[src/rtl/mfs_params.svh]
// How it works
// RULE1: Unstack violation on return sets bit 3
// RULE2: Unstack fault chains, keeps SP, frame, address
// RULE3: Flags reset to zero, write-one clears
// RULE4: Bit 2 reserved, always reads zero
// RULE5: Forbidden load or store sets bit 1
// RULE6: Data fault stacks faulting PC, captures address
// RULE7: Fetch from non-executable location sets bit 0
// RULE8: Execute-never fetch faults even without protection
// RULE9: Instruction fault stacks faulting PC, no address
// RULE10: Address-valid flag set only by address-loading faults
// RULE11: Zero write keeps flag; set beats clear
`ifndef MFS_PARAMS_SVH
`define MFS_PARAMS_SVH

// Register byte offsets
`define MFS_OFF_STATUS 4'h0
`define MFS_OFF_MASK 4'h4
`define MFS_OFF_ADDR 4'h8
`define MFS_OFF_CTRL 4'hC

// Field positions in status, mask and control
`define MFS_BIT_INSTR 0
`define MFS_BIT_DATA 1
`define MFS_BIT_RSVD 2
`define MFS_BIT_UNSTACK 3
`define MFS_BIT_ADDR_VALID 7
`define MFS_BIT_PROT_EN 0

// Reset values
`define MFS_FLAG_RST 1'b0
`define MFS_MASK_RST 4'h0
`define MFS_CTRL_RST 1'b0
`define MFS_ADDR_RST 32'h0000_0000

// AXI responses
`define MFS_RESP_OKAY 2'h0
`define MFS_RESP_SLVERR 2'h2

// Number of sticky flags held by the flag cells
`define MFS_NUM_FLAGS 4

`endif

[src/rtl/mfs_pkg.sv]
package mfs_pkg;

	// Index of each sticky flag inside the flag-cell vector
	typedef enum logic [1:0] {
		MFS_FL_INSTR = 2'h0,
		MFS_FL_DATA = 2'h1,
		MFS_FL_UNSTACK = 2'h2,
		MFS_FL_VALID = 2'h3
	} mfs_flag_idx_t;

	// Register selected by an access
	typedef enum logic [2:0] {
		MFS_SEL_STATUS = 3'h0,
		MFS_SEL_MASK = 3'h1,
		MFS_SEL_ADDR = 3'h2,
		MFS_SEL_CTRL = 3'h3,
		MFS_SEL_NONE = 3'h4
	} mfs_sel_t;

endpackage

[src/rtl/mfs_flag.sv]
`timescale 1ns/100ps
`include "mfs_params.svh"

// One sticky flag: hardware sets, software clears by writing one
module mfs_flag (
	input wire logic clk,
	input wire logic rst,
	input wire logic set, // Event from the core
	input wire logic clr, // Write of one from software
	output logic q
);

	logic next_q;

	// Set wins over a clear in the same cycle so no event is lost
	always_comb begin
		next_q = set | (q & ~clr); // [RULE11] [RULE3]
	end

	// Flag storage, zero after reset
	always_ff @(posedge clk or posedge rst) begin
		if (rst) begin
			q <= `MFS_FLAG_RST; // [RULE3]
		end else begin
			q <= next_q;
		end
	end
endmodule

[src/rtl/mfs_top.sv]
// The address map and the AXI4-Lite interface to the registers were left to the implementer.
`timescale 1ns/100ps
`include "mfs_params.svh"

// Memory-protection fault status, low bits, with an AXI4-Lite slave
module mfs_top (
	input wire logic CLK,
	input wire logic RST,
	// AXI4-Lite write address
	input wire logic AWVALID,
	output logic AWREADY,
	input wire logic [3:0] AWADDR,
	// AXI4-Lite write data
	input wire logic WVALID,
	output logic WREADY,
	input wire logic [31:0] WDATA,
	input wire logic [3:0] WSTRB,
	// AXI4-Lite write response
	output logic BVALID,
	input wire logic BREADY,
	output logic [1:0] BRESP,
	// AXI4-Lite read address
	input wire logic ARVALID,
	output logic ARREADY,
	input wire logic [3:0] ARADDR,
	// AXI4-Lite read data
	output logic RVALID,
	input wire logic RREADY,
	output logic [31:0] RDATA,
	output logic [1:0] RRESP,
	// Core: return unstacking
	input wire logic UNSTACK_VALID,
	input wire logic UNSTACK_DENY,
	// Core: data load or store
	input wire logic ACCESS_VALID,
	input wire logic ACCESS_DENY,
	input wire logic [31:0] ACCESS_ADDR,
	// Core: instruction fetch issue
	input wire logic FETCH_VALID,
	input wire logic FETCH_DENY,
	input wire logic EXECUTE_NEVER_REGION,
	// PC of the instruction in flight
	input wire logic [31:0] INSTR_PC,
	// Fault consequences towards the core
	output logic FAULT_CHAIN,
	output logic SP_HOLD,
	output logic SAVE_SKIP,
	output logic STACK_PC_VALID,
	output logic [31:0] STACK_PC,
	output logic [31:0] MEM_FAULT_ADDRESS_REG,
	output logic IRQ
);

	// Fault events of this cycle
	logic unstack_evt;
	logic data_evt;
	logic instr_evt;

	// Sticky flag vector and its set and clear terms
	logic [`MFS_NUM_FLAGS-1:0] flag_q;
	logic [`MFS_NUM_FLAGS-1:0] flag_set;
	logic [`MFS_NUM_FLAGS-1:0] flag_clr;

	// Software state
	logic [3:0] mask; // Gates flags onto IRQ, status layout of bits 3:0
	logic prot_en; // Protection checks on; does not gate execute-never
	logic [31:0] next_fault_addr;
	logic [3:0] next_mask;
	logic next_prot_en;

	// Bus state
	logic aw_held;
	logic w_held;
	logic [3:0] aw_addr;
	logic [31:0] w_data;
	logic [3:0] w_strb;
	logic next_aw_held;
	logic next_w_held;
	logic [3:0] next_aw_addr;
	logic [31:0] next_w_data;
	logic [3:0] next_w_strb;
	logic next_bvalid;
	logic [1:0] next_bresp;
	logic next_rvalid;
	logic [31:0] next_rdata;
	logic [1:0] next_rresp;
	logic wr_fire; // Both halves of a write are held this cycle
	mfs_pkg::mfs_sel_t wr_sel;
	mfs_pkg::mfs_sel_t rd_sel;

	// Core-side registered outputs
	logic next_chain;
	logic next_stack_pc_valid;
	logic [31:0] next_stack_pc;
	logic next_irq;

	// Status word as software sees it
	logic [31:0] status_word;

	// Map a byte offset onto a register
	function automatic mfs_pkg::mfs_sel_t decode(input logic [3:0] a);
		mfs_pkg::mfs_sel_t s;
		s = mfs_pkg::MFS_SEL_NONE;
		case (a)
			`MFS_OFF_STATUS: s = mfs_pkg::MFS_SEL_STATUS;
			`MFS_OFF_MASK: s = mfs_pkg::MFS_SEL_MASK;
			`MFS_OFF_ADDR: s = mfs_pkg::MFS_SEL_ADDR;
			`MFS_OFF_CTRL: s = mfs_pkg::MFS_SEL_CTRL;
			default: s = mfs_pkg::MFS_SEL_NONE;
		endcase
		return s;
	endfunction

	// Fault detection from the core's access attributes
	always_comb begin
		unstack_evt = UNSTACK_VALID & UNSTACK_DENY; // [RULE1]
		data_evt = ACCESS_VALID & prot_en & ACCESS_DENY; // [RULE5]
		// Execute-never faults whether or not protection is on
		instr_evt = FETCH_VALID & (EXECUTE_NEVER_REGION | (prot_en & FETCH_DENY)); // [RULE7] [RULE8]
	end

	// Status word: reserved bit 2 and bits 6:4 read as zero
	always_comb begin
		status_word = 32'h0000_0000;
		status_word[`MFS_BIT_INSTR] = flag_q[mfs_pkg::MFS_FL_INSTR];
		status_word[`MFS_BIT_DATA] = flag_q[mfs_pkg::MFS_FL_DATA];
		status_word[`MFS_BIT_RSVD] = 1'b0; // [RULE4]
		status_word[`MFS_BIT_UNSTACK] = flag_q[mfs_pkg::MFS_FL_UNSTACK];
		status_word[`MFS_BIT_ADDR_VALID] = flag_q[mfs_pkg::MFS_FL_VALID];
	end

	// Write channel: address and data are taken in either order
	always_comb begin
		wr_sel = decode(aw_addr);
		wr_fire = aw_held & w_held & ~BVALID;
		next_aw_held = aw_held;
		next_w_held = w_held;
		next_aw_addr = aw_addr;
		next_w_data = w_data;
		next_w_strb = w_strb;
		next_bvalid = BVALID;
		next_bresp = BRESP;
		if (AWVALID && AWREADY) begin
			next_aw_held = 1'b1;
			next_aw_addr = AWADDR;
		end
		if (WVALID && WREADY) begin
			next_w_held = 1'b1;
			next_w_data = WDATA;
			next_w_strb = WSTRB;
		end
		// Perform the write and raise the response
		if (wr_fire) begin
			next_aw_held = 1'b0;
			next_w_held = 1'b0;
			next_bvalid = 1'b1;
			next_bresp = (wr_sel == mfs_pkg::MFS_SEL_NONE) ? `MFS_RESP_SLVERR : `MFS_RESP_OKAY;
		end else if (BVALID && BREADY) begin
			next_bvalid = 1'b0;
		end
	end

	// Write effects: only byte lane 0 carries writable bits
	always_comb begin
		flag_clr = '0;
		next_mask = mask;
		next_prot_en = prot_en;
		if (wr_fire && w_strb[0]) begin
			if (wr_sel == mfs_pkg::MFS_SEL_STATUS) begin
				// Ones clear, zeros leave the flag alone
				flag_clr[mfs_pkg::MFS_FL_INSTR] = w_data[`MFS_BIT_INSTR]; // [RULE3] [RULE11]
				flag_clr[mfs_pkg::MFS_FL_DATA] = w_data[`MFS_BIT_DATA]; // [RULE3] [RULE11]
				flag_clr[mfs_pkg::MFS_FL_UNSTACK] = w_data[`MFS_BIT_UNSTACK]; // [RULE3]
				flag_clr[mfs_pkg::MFS_FL_VALID] = w_data[`MFS_BIT_ADDR_VALID]; // [RULE3]
			end else if (wr_sel == mfs_pkg::MFS_SEL_MASK) begin
				next_mask = w_data[3:0];
				next_mask[`MFS_BIT_RSVD] = 1'b0;
			end else if (wr_sel == mfs_pkg::MFS_SEL_CTRL) begin
				next_prot_en = w_data[`MFS_BIT_PROT_EN];
			end
		end
	end

	// Read channel: one read at a time, answered the cycle after it is taken
	always_comb begin
		rd_sel = decode(ARADDR);
		next_rvalid = RVALID;
		next_rdata = RDATA;
		next_rresp = RRESP;
		if (ARVALID && ARREADY) begin
			next_rvalid = 1'b1;
			next_rresp = `MFS_RESP_OKAY;
			case (rd_sel)
				mfs_pkg::MFS_SEL_STATUS: next_rdata = status_word; // [RULE4]
				mfs_pkg::MFS_SEL_MASK: next_rdata = {28'h0000000, mask};
				mfs_pkg::MFS_SEL_ADDR: next_rdata = MEM_FAULT_ADDRESS_REG;
				mfs_pkg::MFS_SEL_CTRL: next_rdata = {31'h00000000, prot_en};
				default: begin
					next_rdata = 32'h0000_0000;
					next_rresp = `MFS_RESP_SLVERR;
				end
			endcase
		end else if (RVALID && RREADY) begin
			next_rvalid = 1'b0;
		end
	end

	// Flag sets and the consequences handed back to the core
	always_comb begin
		flag_set = '0;
		flag_set[mfs_pkg::MFS_FL_UNSTACK] = unstack_evt; // [RULE1]
		flag_set[mfs_pkg::MFS_FL_DATA] = data_evt; // [RULE5]
		flag_set[mfs_pkg::MFS_FL_INSTR] = instr_evt; // [RULE7]
		// Only the data fault loads the address, so only it marks it valid
		flag_set[mfs_pkg::MFS_FL_VALID] = data_evt; // [RULE10]
		next_fault_addr = data_evt ? ACCESS_ADDR : MEM_FAULT_ADDRESS_REG; // [RULE6] [RULE9] [RULE2]
		// Unstack fault: chain to handler, SP untouched, no new save
		next_chain = unstack_evt; // [RULE2]
		// Stacked PC must name the faulting instruction
		next_stack_pc_valid = data_evt | instr_evt; // [RULE6] [RULE9]
		next_stack_pc = (data_evt | instr_evt) ? INSTR_PC : STACK_PC;
		next_irq = |(status_word[3:0] & mask);
	end

	// One sticky cell per flag
	genvar gi;
	generate
		for (gi = 0; gi < `MFS_NUM_FLAGS; gi++) begin : g_flag
			mfs_flag u_flag (
				.clk(CLK),
				.rst(RST),
				.set(flag_set[gi]),
				.clr(flag_clr[gi]),
				.q(flag_q[gi])
			);
		end
	endgenerate

	// Bus and control registers
	always_ff @(posedge CLK or posedge RST) begin
		if (RST) begin
			aw_held <= 1'b0;
			w_held <= 1'b0;
			aw_addr <= 4'h0;
			w_data <= 32'h0000_0000;
			w_strb <= 4'h0;
			AWREADY <= 1'b0;
			WREADY <= 1'b0;
			ARREADY <= 1'b0;
			BVALID <= 1'b0;
			BRESP <= `MFS_RESP_OKAY;
			RVALID <= 1'b0;
			RDATA <= 32'h0000_0000;
			RRESP <= `MFS_RESP_OKAY;
			mask <= `MFS_MASK_RST;
			prot_en <= `MFS_CTRL_RST;
		end else begin
			aw_held <= next_aw_held;
			w_held <= next_w_held;
			aw_addr <= next_aw_addr;
			w_data <= next_w_data;
			w_strb <= next_w_strb;
			// Ready drops while a half is held or a response waits
			AWREADY <= ~next_aw_held & ~next_bvalid & ~(AWVALID & AWREADY);
			WREADY <= ~next_w_held & ~next_bvalid & ~(WVALID & WREADY);
			ARREADY <= ~next_rvalid & ~(ARVALID & ARREADY);
			BVALID <= next_bvalid;
			BRESP <= next_bresp;
			RVALID <= next_rvalid;
			RDATA <= next_rdata;
			RRESP <= next_rresp;
			mask <= next_mask;
			prot_en <= next_prot_en;
		end
	end

	// Core-facing registers
	always_ff @(posedge CLK or posedge RST) begin
		if (RST) begin
			MEM_FAULT_ADDRESS_REG <= `MFS_ADDR_RST;
			FAULT_CHAIN <= 1'b0;
			SP_HOLD <= 1'b0;
			SAVE_SKIP <= 1'b0;
			STACK_PC_VALID <= 1'b0;
			STACK_PC <= 32'h0000_0000;
			IRQ <= 1'b0;
		end else begin
			MEM_FAULT_ADDRESS_REG <= next_fault_addr;
			FAULT_CHAIN <= next_chain;
			SP_HOLD <= next_chain;
			SAVE_SKIP <= next_chain;
			STACK_PC_VALID <= next_stack_pc_valid;
			STACK_PC <= next_stack_pc;
			IRQ <= next_irq;
		end
	end
endmodule

[config.mk]
export PLATFORM = sky130hd
export DESIGN_NAME = mfs_top
export DESIGN_NICKNAME = d
export VERILOG_FILES = /design/src/rtl/mfs_pkg.sv /design/src/rtl/mfs_flag.sv /design/src/rtl/mfs_top.sv
export VERILOG_INCLUDE_DIRS = /design/src /design/src/rtl
export SDC_FILE = /design/constraint.sdc
export NUM_CORES = 1
export LEC_CHECK = 0
export ABC_CLOCK_PERIOD_IN_PS = 4800
export BUFFER_PORTS_ARGS = -buffer_cell sky130_fd_sc_hd__buf_4
export CAP_MARGIN = 0
export CORE_MARGIN = 2
export CORE_UTILIZATION = 46
export CTS_CLUSTER_DIAMETER = 200
export DETAILED_ROUTE_END_ITERATION = 7
export PLACE_DENSITY = 0.79
export SYNTH_ARGS = -nofsm -noshare
export SYNTH_HDL_FRONTEND = slang
export SYNTH_SLANG_ARGS = --single-unit
[constraint.sdc]
create_clock -name CLK -period 4.8 [get_ports CLK]
set_input_delay 0.72 -clock CLK [delete_from_list [all_inputs] [get_ports CLK]]
set_output_delay 0.72 -clock CLK [all_outputs]
set_load 0.01 [all_outputs]
Word-level counts from Yosys, hierarchy flattened:

Cells that the tools add are included.

* order comparisons: 0
* multiplexer cells: 15
* multipliers: 0
* shifts and indexed selects: 0
* divide/modulo/power cells: 0
* add/sub/neg operators: 0
* eq/ne operators: 12
* reduce and logical (&&, ||, !) cells: 14
* bitwise logic cells: 40

Operator list (number)
* case mux 32 bit (4 select lines): 1
* case mux 3 bit (4 select lines): 2
* AND 1 bit: 19
* equality test 4 bit, second input constant: 4
* NOT 1 bit: 14
* equality test 3 x 2 -> 1 bit, second input constant: 3
* equality test 4 x 3 -> 1 bit, second input constant: 2
* zero test 4 bit: 2
* two-way mux 1 bit: 8
* two-way mux 4 bit: 2
* OR reduction 4 bit: 2
* equality test 3 x 1 -> 1 bit, second input constant: 2
* logical AND 1 bit: 6
* zero test 3 bit: 2
* OR 1 bit: 6
* AND 4 bit: 1
* two-way mux 2 bit: 2
* AND reduction 4 bit: 1
* equality test 3 bit, second input constant: 1
* AND reduction 3 bit: 1

* bits of input ports: 122
* memory bits (read-only): 0
* bits in latches: 0
* register bits: 131
* output and inout port bits: 110
* logic and storage cells: 105
* memories kept: 0
* RAM bits: 0

Longest topological paths before layout:

Gate-level depths: netlist of run 1.

* depth in word-level cells: 8
* gate-level depth with buffers: 5
* mapped depth without buffers: 4

By module:

A second synthesis of run 1 with hierarchy kept.

* cell total of the unflattened synthesis: 319
* area total of the unflattened synthesis: 4798.4 um^2

Modules (own cells, without submodules)
* mfs_top: cells an instance 303, sequential area each 3027.9 um^2, area an instance 4638.2 um^2, instances 1
* mfs_flag: cells an instance 4, sequential area each 25.0 um^2, area an instance 40.0 um^2, instances 4

Worst setup path before layout of run 1:

OpenSTA, ideal clock, no wires.

* path kind: input port to flip-flop
* start: input ACCESS_DENY
* end: register STACK_PC[10]
* stages on the path: 5
* buffers on the path: 2
* setup time: 125 ps
* data arrival time: 1664 ps
* data required time: 4675 ps
* path slack: 3011 ps
* cells stage by stage: a22o_1 a22o_1 buf_6 buf_6 mux2_4

* cells in the longest elaborated chain, start to end: 2

RTL lines
* from (decl): RTL line mfs_top.sv:36 `input wire logic ACCESS_DENY,`
* AND 1 bit: RTL line mfs_top.sv:117 `data_evt = ACCESS_VALID & prot_en & ACCESS_DENY;`
* OR 1 bit: RTL line mfs_top.sv:221 `next_stack_pc = (data_evt | instr_evt) ? INSTR_PC : STACK_PC;`
* to (signal assigned): RTL line mfs_top.sv:293 `STACK_PC <= next_stack_pc;`
* to (decl): RTL line mfs_top.sv:49 `output logic [31:0] STACK_PC,`

Every way passes these cells.
A chain may end at the register's enable or synchronous reset.

Worst setup path in the final report of run 1:

* start: register ARREADY
* end: register RDATA[0]

* cells in the longest elaborated chain, start to end: 1

RTL lines
* from (decl): RTL line mfs_top.sv:24 `output logic ARREADY,`
* from (signal assigned): RTL line mfs_top.sv:266 `ARREADY <= ~next_rvalid & ~(ARVALID & ARREADY);`
* logical AND 1 bit: RTL line mfs_top.sv:190 `if (ARVALID && ARREADY) begin`
* to (signal assigned): RTL line mfs_top.sv:270 `RDATA <= next_rdata;`
* to (decl): RTL line mfs_top.sv:29 `output logic [31:0] RDATA,`

Every way passes these cells.

==> flow_summary.json, run 1 <==
{
  "antenna_cells": 0,
  "dp_hpwl_mm": 8.12,
  "slowest_stage": "nand2_1",
  "drv_slew": 0,
  "drc_errors": 0,
  "io_pins": 232,
  "drv_cap": 0,
  "insertion_delay_ns": 0.51,
  "cts_tree": "done",
  "final_layout_size_suffix_gt1_share_pct": 60.2,
  "synth_warnings": 0,
  "crit_type": "reg2reg",
  "viasPerCell": 5.05,
  "ys_seq_elements": 125,
  "dieArea_um2": 11500,
  "worst_ep_arrival_time_ns": 2.42,
  "gp_congestion": 0.777,
  "grt_max_degree": 47,
  "grt_pass1_vias": 3544,
  "antenna_found_initial": 0,
  "crit_buf_inv": 0,
  "crit_path_end_kind": "flop",
  "nets": 635,
  "r2r_cells": 3,
  "final-hold-violation-count": 0,
  "num_rows": 37,
  "cp_max_fo": 34,
  "die_h_um": 107,
  "overflow": 0,
  "grt_setup_unrepaired": "false",
  "h-tree-depth": 4,
  "cts.sinks": 125,
  "irDropWorstVdd_v": 0.000240,
  "path_cells": "nand2_1 > nor3_1 > a22o_1",
  "cts_buffers": 17,
  "yosys.area.top_type_share_pct": 63.8,
  "startpoint_type": "flop",
  "synth_area_leaders": "dfrtp_1 (64%), mux2_2 (11%), mux2_4 (8.9%)",
  "r2r-end": "RDATA[0]",
  "setup_viol_count_final": 0,
  "period_needed_ns": 1.98,
  "ys_seq_area_share_pct": 63.8,
  "clock.fmax_ghz": 0.504,
  "syn_inst": 311,
  "io_buffers": 198,
  "r2r-start": "ARREADY",
  "cts_buffer_depth": 2,
  "critical_path.top_delay_family": "simple AND/OR/NAND/NOR gates",
  "drt-initial-drc-count": 158,
  "via_count": 3326,
  "fin_skew_ns": 0.00709,
  "ctsResizeCount": 0,
  "clk_pin_slew_ns": 0.06,
  "wire_per_inst_um": 17.4,
  "relSlewSlack_pct": 18.6,
  "period_share_pct": 41.4,
  "area_growth_pct": 44.1,
  "cts_hold_buf": 0,
  "syn_avg_cell_area_um2": 15.8,
  "hold_path_class": "in2async",
  "syn_area_um2": 4900,
  "core_area_um2": 10300,
  "leakagePower_nw": 3.61,
  "synth_cell_types": 34,
  "ant_nets": 0,
  "routed_wirelength_mm": 11.4,
  "grt_usage_pct": 20.6,
  "post_cts_buffers": 0,
  "root_buffer": "clkbuf_8",
  "worst_pin_slew_ns": 1.22,
  "fill_cells": 736,
  "drtPass1Iterations": 4,
  "r2r_setup_slack_ns": 2.82,
  "power_density_nw_per_um2": 552,
  "dp_slack_ns": 2.35,
  "tns_ns": 0,
  "yosysTopAreaCell": "dfrtp_1",
  "worstPathRequired_ns": 5.23,
  "setup_slack_ns": 2.82,
  "initial_core_util_pct": 47.5,
  "grt_pass1_wl_mm": 18.1,
  "cpPeakStageDelay_ns": 0.75,
  "die_width_um": 107,
  "status": "completed"
}
-- cells in the mapped netlist --
cell type	number
nor2b_1	4
a31oi_1	5
dfrtp_1	125
o21ai_0	3
o31ai_1	1
nand2_1	7
a222oi_1	1
buf_4	4
nand3_1	1
conb_1	1
nor4b_1	1
nand4_1	2
a2bb2oi_1	1
nor2_1	7
mux2i_1	1
a21o_1	1
or2_2	1
nor3_1	2
and4_1	1
nand4bb_4	1
mux2_2	50
a22oi_1	2
clkbuf_1	5
and3b_1	1
o21a_1	1
and2_1	1
nor3b_4	1
inv_1	6
a21oi_1	4
buf_6	6
mux4_2	1
mux2_4	29
a22o_1	31
buf_2	3
-- per-stage QoR --
stage / hold slack [ns] / cell area [um2] / utilization, % / instances / total power, mW
finish: 0.226 / 7060 / 68.4 / 658 / 3.90
global route: 0.244 / 7060 / 68.4 / 658 / 4.10
CTS: 0.231 / 7060 / 68.4 / 658 / 3.94
detailed placement: 0.466 / 6450 / 62.5 / 630 / 2.61
global placement: 0.463 / 6450 / 62.5 / 630 / 2.57
floorplan: 0.422 / 4900 / - / 312 / 2.10
-- power by group --
group | total (mW) | switching (mW) | leakage [nW] | internal (mW)
logic | 1.04 | 0.408 | 1.73 | 0.629
registers | 1.55 | 0.203 | 1.58 | 1.35
clock network | 1.31 | 0.428 | 0.298 | 0.884
-- kinds of logic after synthesis --
group | count (synthesis) | share of synthesized area (%)
flip-flops | 125 | 63.8
multiplexers | 81 | 21.0
AO/OA/AOI/OAI | 50 | 8.04
other | 1 | 0.0765
buffers and inverters | 24 | 3.14
AND/OR/NAND/NOR | 30 | 3.88
-- layer usage --
| layer | up-vias | share of wire [%] | GRT usage [%] | wire length, um |
|---|---|---|---|---|
| met5 | - | 0 | 0 | 0 |
| met4 | 0 | 2.2 | 8.81 | 247 |
| met3 | 22 | 5.8 | 5.59 | 658 |
| met2 | 119 | 52 | 35.0 | 5950 |
| met1 | 1657 | 40 | 24.6 | 4560 |
| li1 | 1528 | - | - | - |
-- cells in the final DEF (no fill, tap or decap), types with 2 or more instances in the layout --
cell,n
a21oi_1,4
a22o_1,30
a22oi_1,2
a31oi_1,5
buf_4,200
bufinv_16,4
clkbuf_16,16
clkbuf_8,5
clkinv_2,2
conb_1,2
dfrtp_1,125
inv_1,5
mux2_2,50
mux2_4,29
nand2_1,7
nand4_1,2
nor2_1,7
nor2b_1,4
nor3_1,2
o21ai_0,3
-- how the worst max path moves through the flow --
stage / startpoint / to / cells after the start
after floorplan: RST / ARREADY / 1
after global placement: ARADDR[0] / RDATA[13] / 4
after detailed placement: ARADDR[0] / RDATA[20] / 4
after CTS: ARREADY / RDATA[20] / 3
after global routing: ARREADY / RDATA[20] / 3
final: ARREADY / RDATA[0] / 3
-- state kept, by name, indices dropped and copies added, names as in the netlist, 3 cells and up --
name / count
MEM_FAULT_ADDRESS_REG: 32
RDATA: 32
STACK_PC: 32
aw_addr: 4
g_flag.u_flag.q: 4
w_data: 4
mask: 3
-- cell type report --
| type | count | area (um2) | share of cell area (%) |
|---|---|---|---|
| repair buffers | 200 | 1500 | 21.3 |
| multi-input cells | 163 | 1630 | 23.1 |
| clock inverters | 7 | 138 | 1.95 |
| well taps | 136 | 170 | 2.41 |
| clock buffers | 21 | 469 | 6.65 |
| flip-flops and latches | 125 | 3130 | 44.3 |
| inverters | 6 | 25.0 | 0.354 |
Power figures use the tool's default switching activity.
==> run 2: changes to the inputs <==
--- a/config.mk
+++ b/config.mk
@@ -6,7 +6,7 @@
 export SDC_FILE = /design/constraint.sdc
 export NUM_CORES = 1
 export LEC_CHECK = 0
-export ABC_CLOCK_PERIOD_IN_PS = 4800
+export ABC_CLOCK_PERIOD_IN_PS = 1900
 export BUFFER_PORTS_ARGS = -buffer_cell sky130_fd_sc_hd__buf_4
 export CAP_MARGIN = 0
 export CORE_MARGIN = 2
==> constraint.sdc (replaced) <==
create_clock -name CLK -period 1.9 [get_ports CLK]
set_input_delay 0.285 -clock CLK [delete_from_list [all_inputs] [get_ports CLK]]
set_output_delay 0.285 -clock CLK [all_outputs]
set_load 0.01 [all_outputs]
==> run 2 against run 1 <==
  * Final cell count up 12%
  * Worst setup slack worse by 2.3 ns
  * Critical endpoint is now STACK_PC[30]
  * Critical path type unchanged
  * Design area up 10%
  * Global-route usage up 1.8 points
  * First-iteration DRC count down 15%
  * Worst hold slack worse by 0.21 ns
==> flow_summary.json, run 2 (synthesized netlist as in run 1, its figures left out) <==
{
  "swShare_pct": 28.8,
  "hold_path_class": "in2reg",
  "final_common_cell": "buf_4",
  "drv_slew": 0,
  "cpPeakStageDelay_ns": 0.47,
  "period_needed_ns": 1.43,
  "power_frac_seq_pct": 40.0,
  "via_count": 3625,
  "worst_ep_arrival_time_ns": 1.81,
  "die_h_um": 107,
  "io_buffers": 198,
  "cts_buffer_depth": 2,
  "startpoint_type": "flop",
  "ff_latch_area_um2": 3130,
  "gp_congestion": 0.784,
  "h-tree-depth": 4,
  "path_cells": "a22o_2 > buf_12 > mux2_2",
  "die_width_um": 107,
  "drtPass1Iterations": 4,
  "root_buffer": "clkbuf_8",
  "dieArea_um2": 11500,
  "final-hold-violation-count": 0,
  "area_growth_pct": 58.6,
  "grt_pass1_vias": 3874,
  "fin_skew_ns": 0.0106,
  "routed_wirelength_mm": 12.6,
  "setup_viol_count_final": 0,
  "post_cts_buffers": 0,
  "clock.fmax_ghz": 0.699,
  "fill_cells": 628,
  "antenna_found_initial": 0,
  "switching_power_mw": 2.82,
  "leakagePower_nw": 3.90,
  "num_rows": 37,
  "tns_ns": 0,
  "overflow": 0,
  "status": "completed",
  "drt-initial-drc-count": 134,
  "combPwrFrac_pct": 28.4,
  "antenna_cells": 0,
  "crit_path_end_kind": "flop",
  "cts_tree": "done",
  "cts.sinks": 125,
  "power.internal_mw": 6.98,
  "worstPathRequired_ns": 2.28,
  "period_share_pct": 75.3,
  "grt_usage_pct": 22.4,
  "cp_max_fo": 33,
  "insertion_delay_ns": 0.51,
  "viasPerCell": 4.93,
  "ant_nets": 0,
  "nets": 708,
  "layout_common_cells": "buf_4 (204), dfrtp_1 (125), dlygate4sd3_1 (67), mux2_2 (50), a22o_1 (30)",
  "final_layout_size_suffix_gt1_share_pct": 54.1,
  "initial_core_util_pct": 47.5,
  "irDropWorstVdd_v": 0.000609,
  "final_area_um2": 7770,
  "multi_input_area_um2": 1630,
  "core_area_um2": 10300,
  "crit_type": "reg2reg",
  "grt_setup_unrepaired": "false",
  "io_pins": 232,
  "top_regs": "MEM_FAULT_ADDRESS_REG: 32 flops, RDATA: 32 flops, STACK_PC: 32 flops",
  "power_density_nw_per_um2": 1260,
  "dp_hpwl_mm": 8.19,
  "wire_per_inst_um": 17.1,
  "slowest_stage": "dfrtp_1",
  "cts_buffers": 17,
  "place_area_um2": 6530,
  "drv_cap": 0,
  "grt_max_degree": 91,
  "clk_pin_slew_ns": 0.06,
  "clockPowerShare_pct": 31.6,
  "placedCellCount": 636,
  "drc_errors": 0,
  "grt_pass1_wl_mm": 19.6,
  "fin_cells": 735
}
==> run 2: worst max-delay path, delay by kind of cell (launching register included) <==
kind / cells / cell delay [ns]
compound gates: 1 / 0.21
buf+inv: 1 / 0.25
flops: 1 / 0.47
mux: 1 / 0.37
==> run 2: through the flow <==
stage	worst slack [ns]	utilization, %	power, mW	hold slack [ns]
global route	0.350	75.3	10.3	0.0000688
detailed placement	0.370	63.2	6.62	0.467
global placement	0.401	63.2	6.51	0.456
finish	0.469	75.3	9.80	0.0190
floorplan	0.0757	-	5.30	0.418
CTS	0.447	74.6	9.86	0.000529
==> run 2: path summary, 6_finish.rpt <==
| kind | end | slack [ns] | depth (start not counted) | startpoint |
|---|---|---|---|---|
| min in group asynchronous | RDATA[19] | 0.51 | 4 | RST |
| min reg2reg | g_flag[3].u_flag.q | 0.47 | 1 | w_data[7] |
| min | w_data[0] | 0.02 | 2 | WDATA[0] |
| max in group asynchronous | STACK_PC[27] | 1.01 | 4 | RST |
| max | STACK_PC[30] | 0.47 | 3 | prot_en |
| max reg2reg | STACK_PC[30] | 0.47 | 3 | prot_en |
==> run 2: repair_timing <==
action / 4_1_cts / 5_1_grt
hold buffers: 60 / 7
setup endpoints to repair: 0 / 0
resized for setup: 0 / 0
endpoints found under the hold margin: 184 / 7
==> run 2: cell type report <==
class / count / share of cell area, %
Clock inverter: 15 / 2.08
Tap cell: 136 / 2.19
Clock buffer: 17 / 5.33
Timing Repair Buffer: 273 / 28.9
Multi-Input combinational cell: 163 / 21.0
Sequential cell: 125 / 40.3
Inverter: 6 / 0.338
==> run 2: metal layers <==
layer | vias to the layer above | GRT usage, % | part of all wire (%)
li1 | 1682 | - | -
met1 | 1797 | 26.7 | 39
met2 | 123 | 38.8 | 55
met3 | 23 | 5.17 | 4.4
met4 | 0 | 9.83 | 2.0
met5 | - | 0 | 0
==> run 2: power groups by stage <==
stage	logic (mW)	registers, mW	clock network (mW)
final	2.78	3.92	3.10
after global routing	2.98	4.02	3.30
after CTS	2.78	3.91	3.17
after detailed placement	2.67	3.95	0
after global placement	2.61	3.90	0
after floorplan	1.20	4.10	0
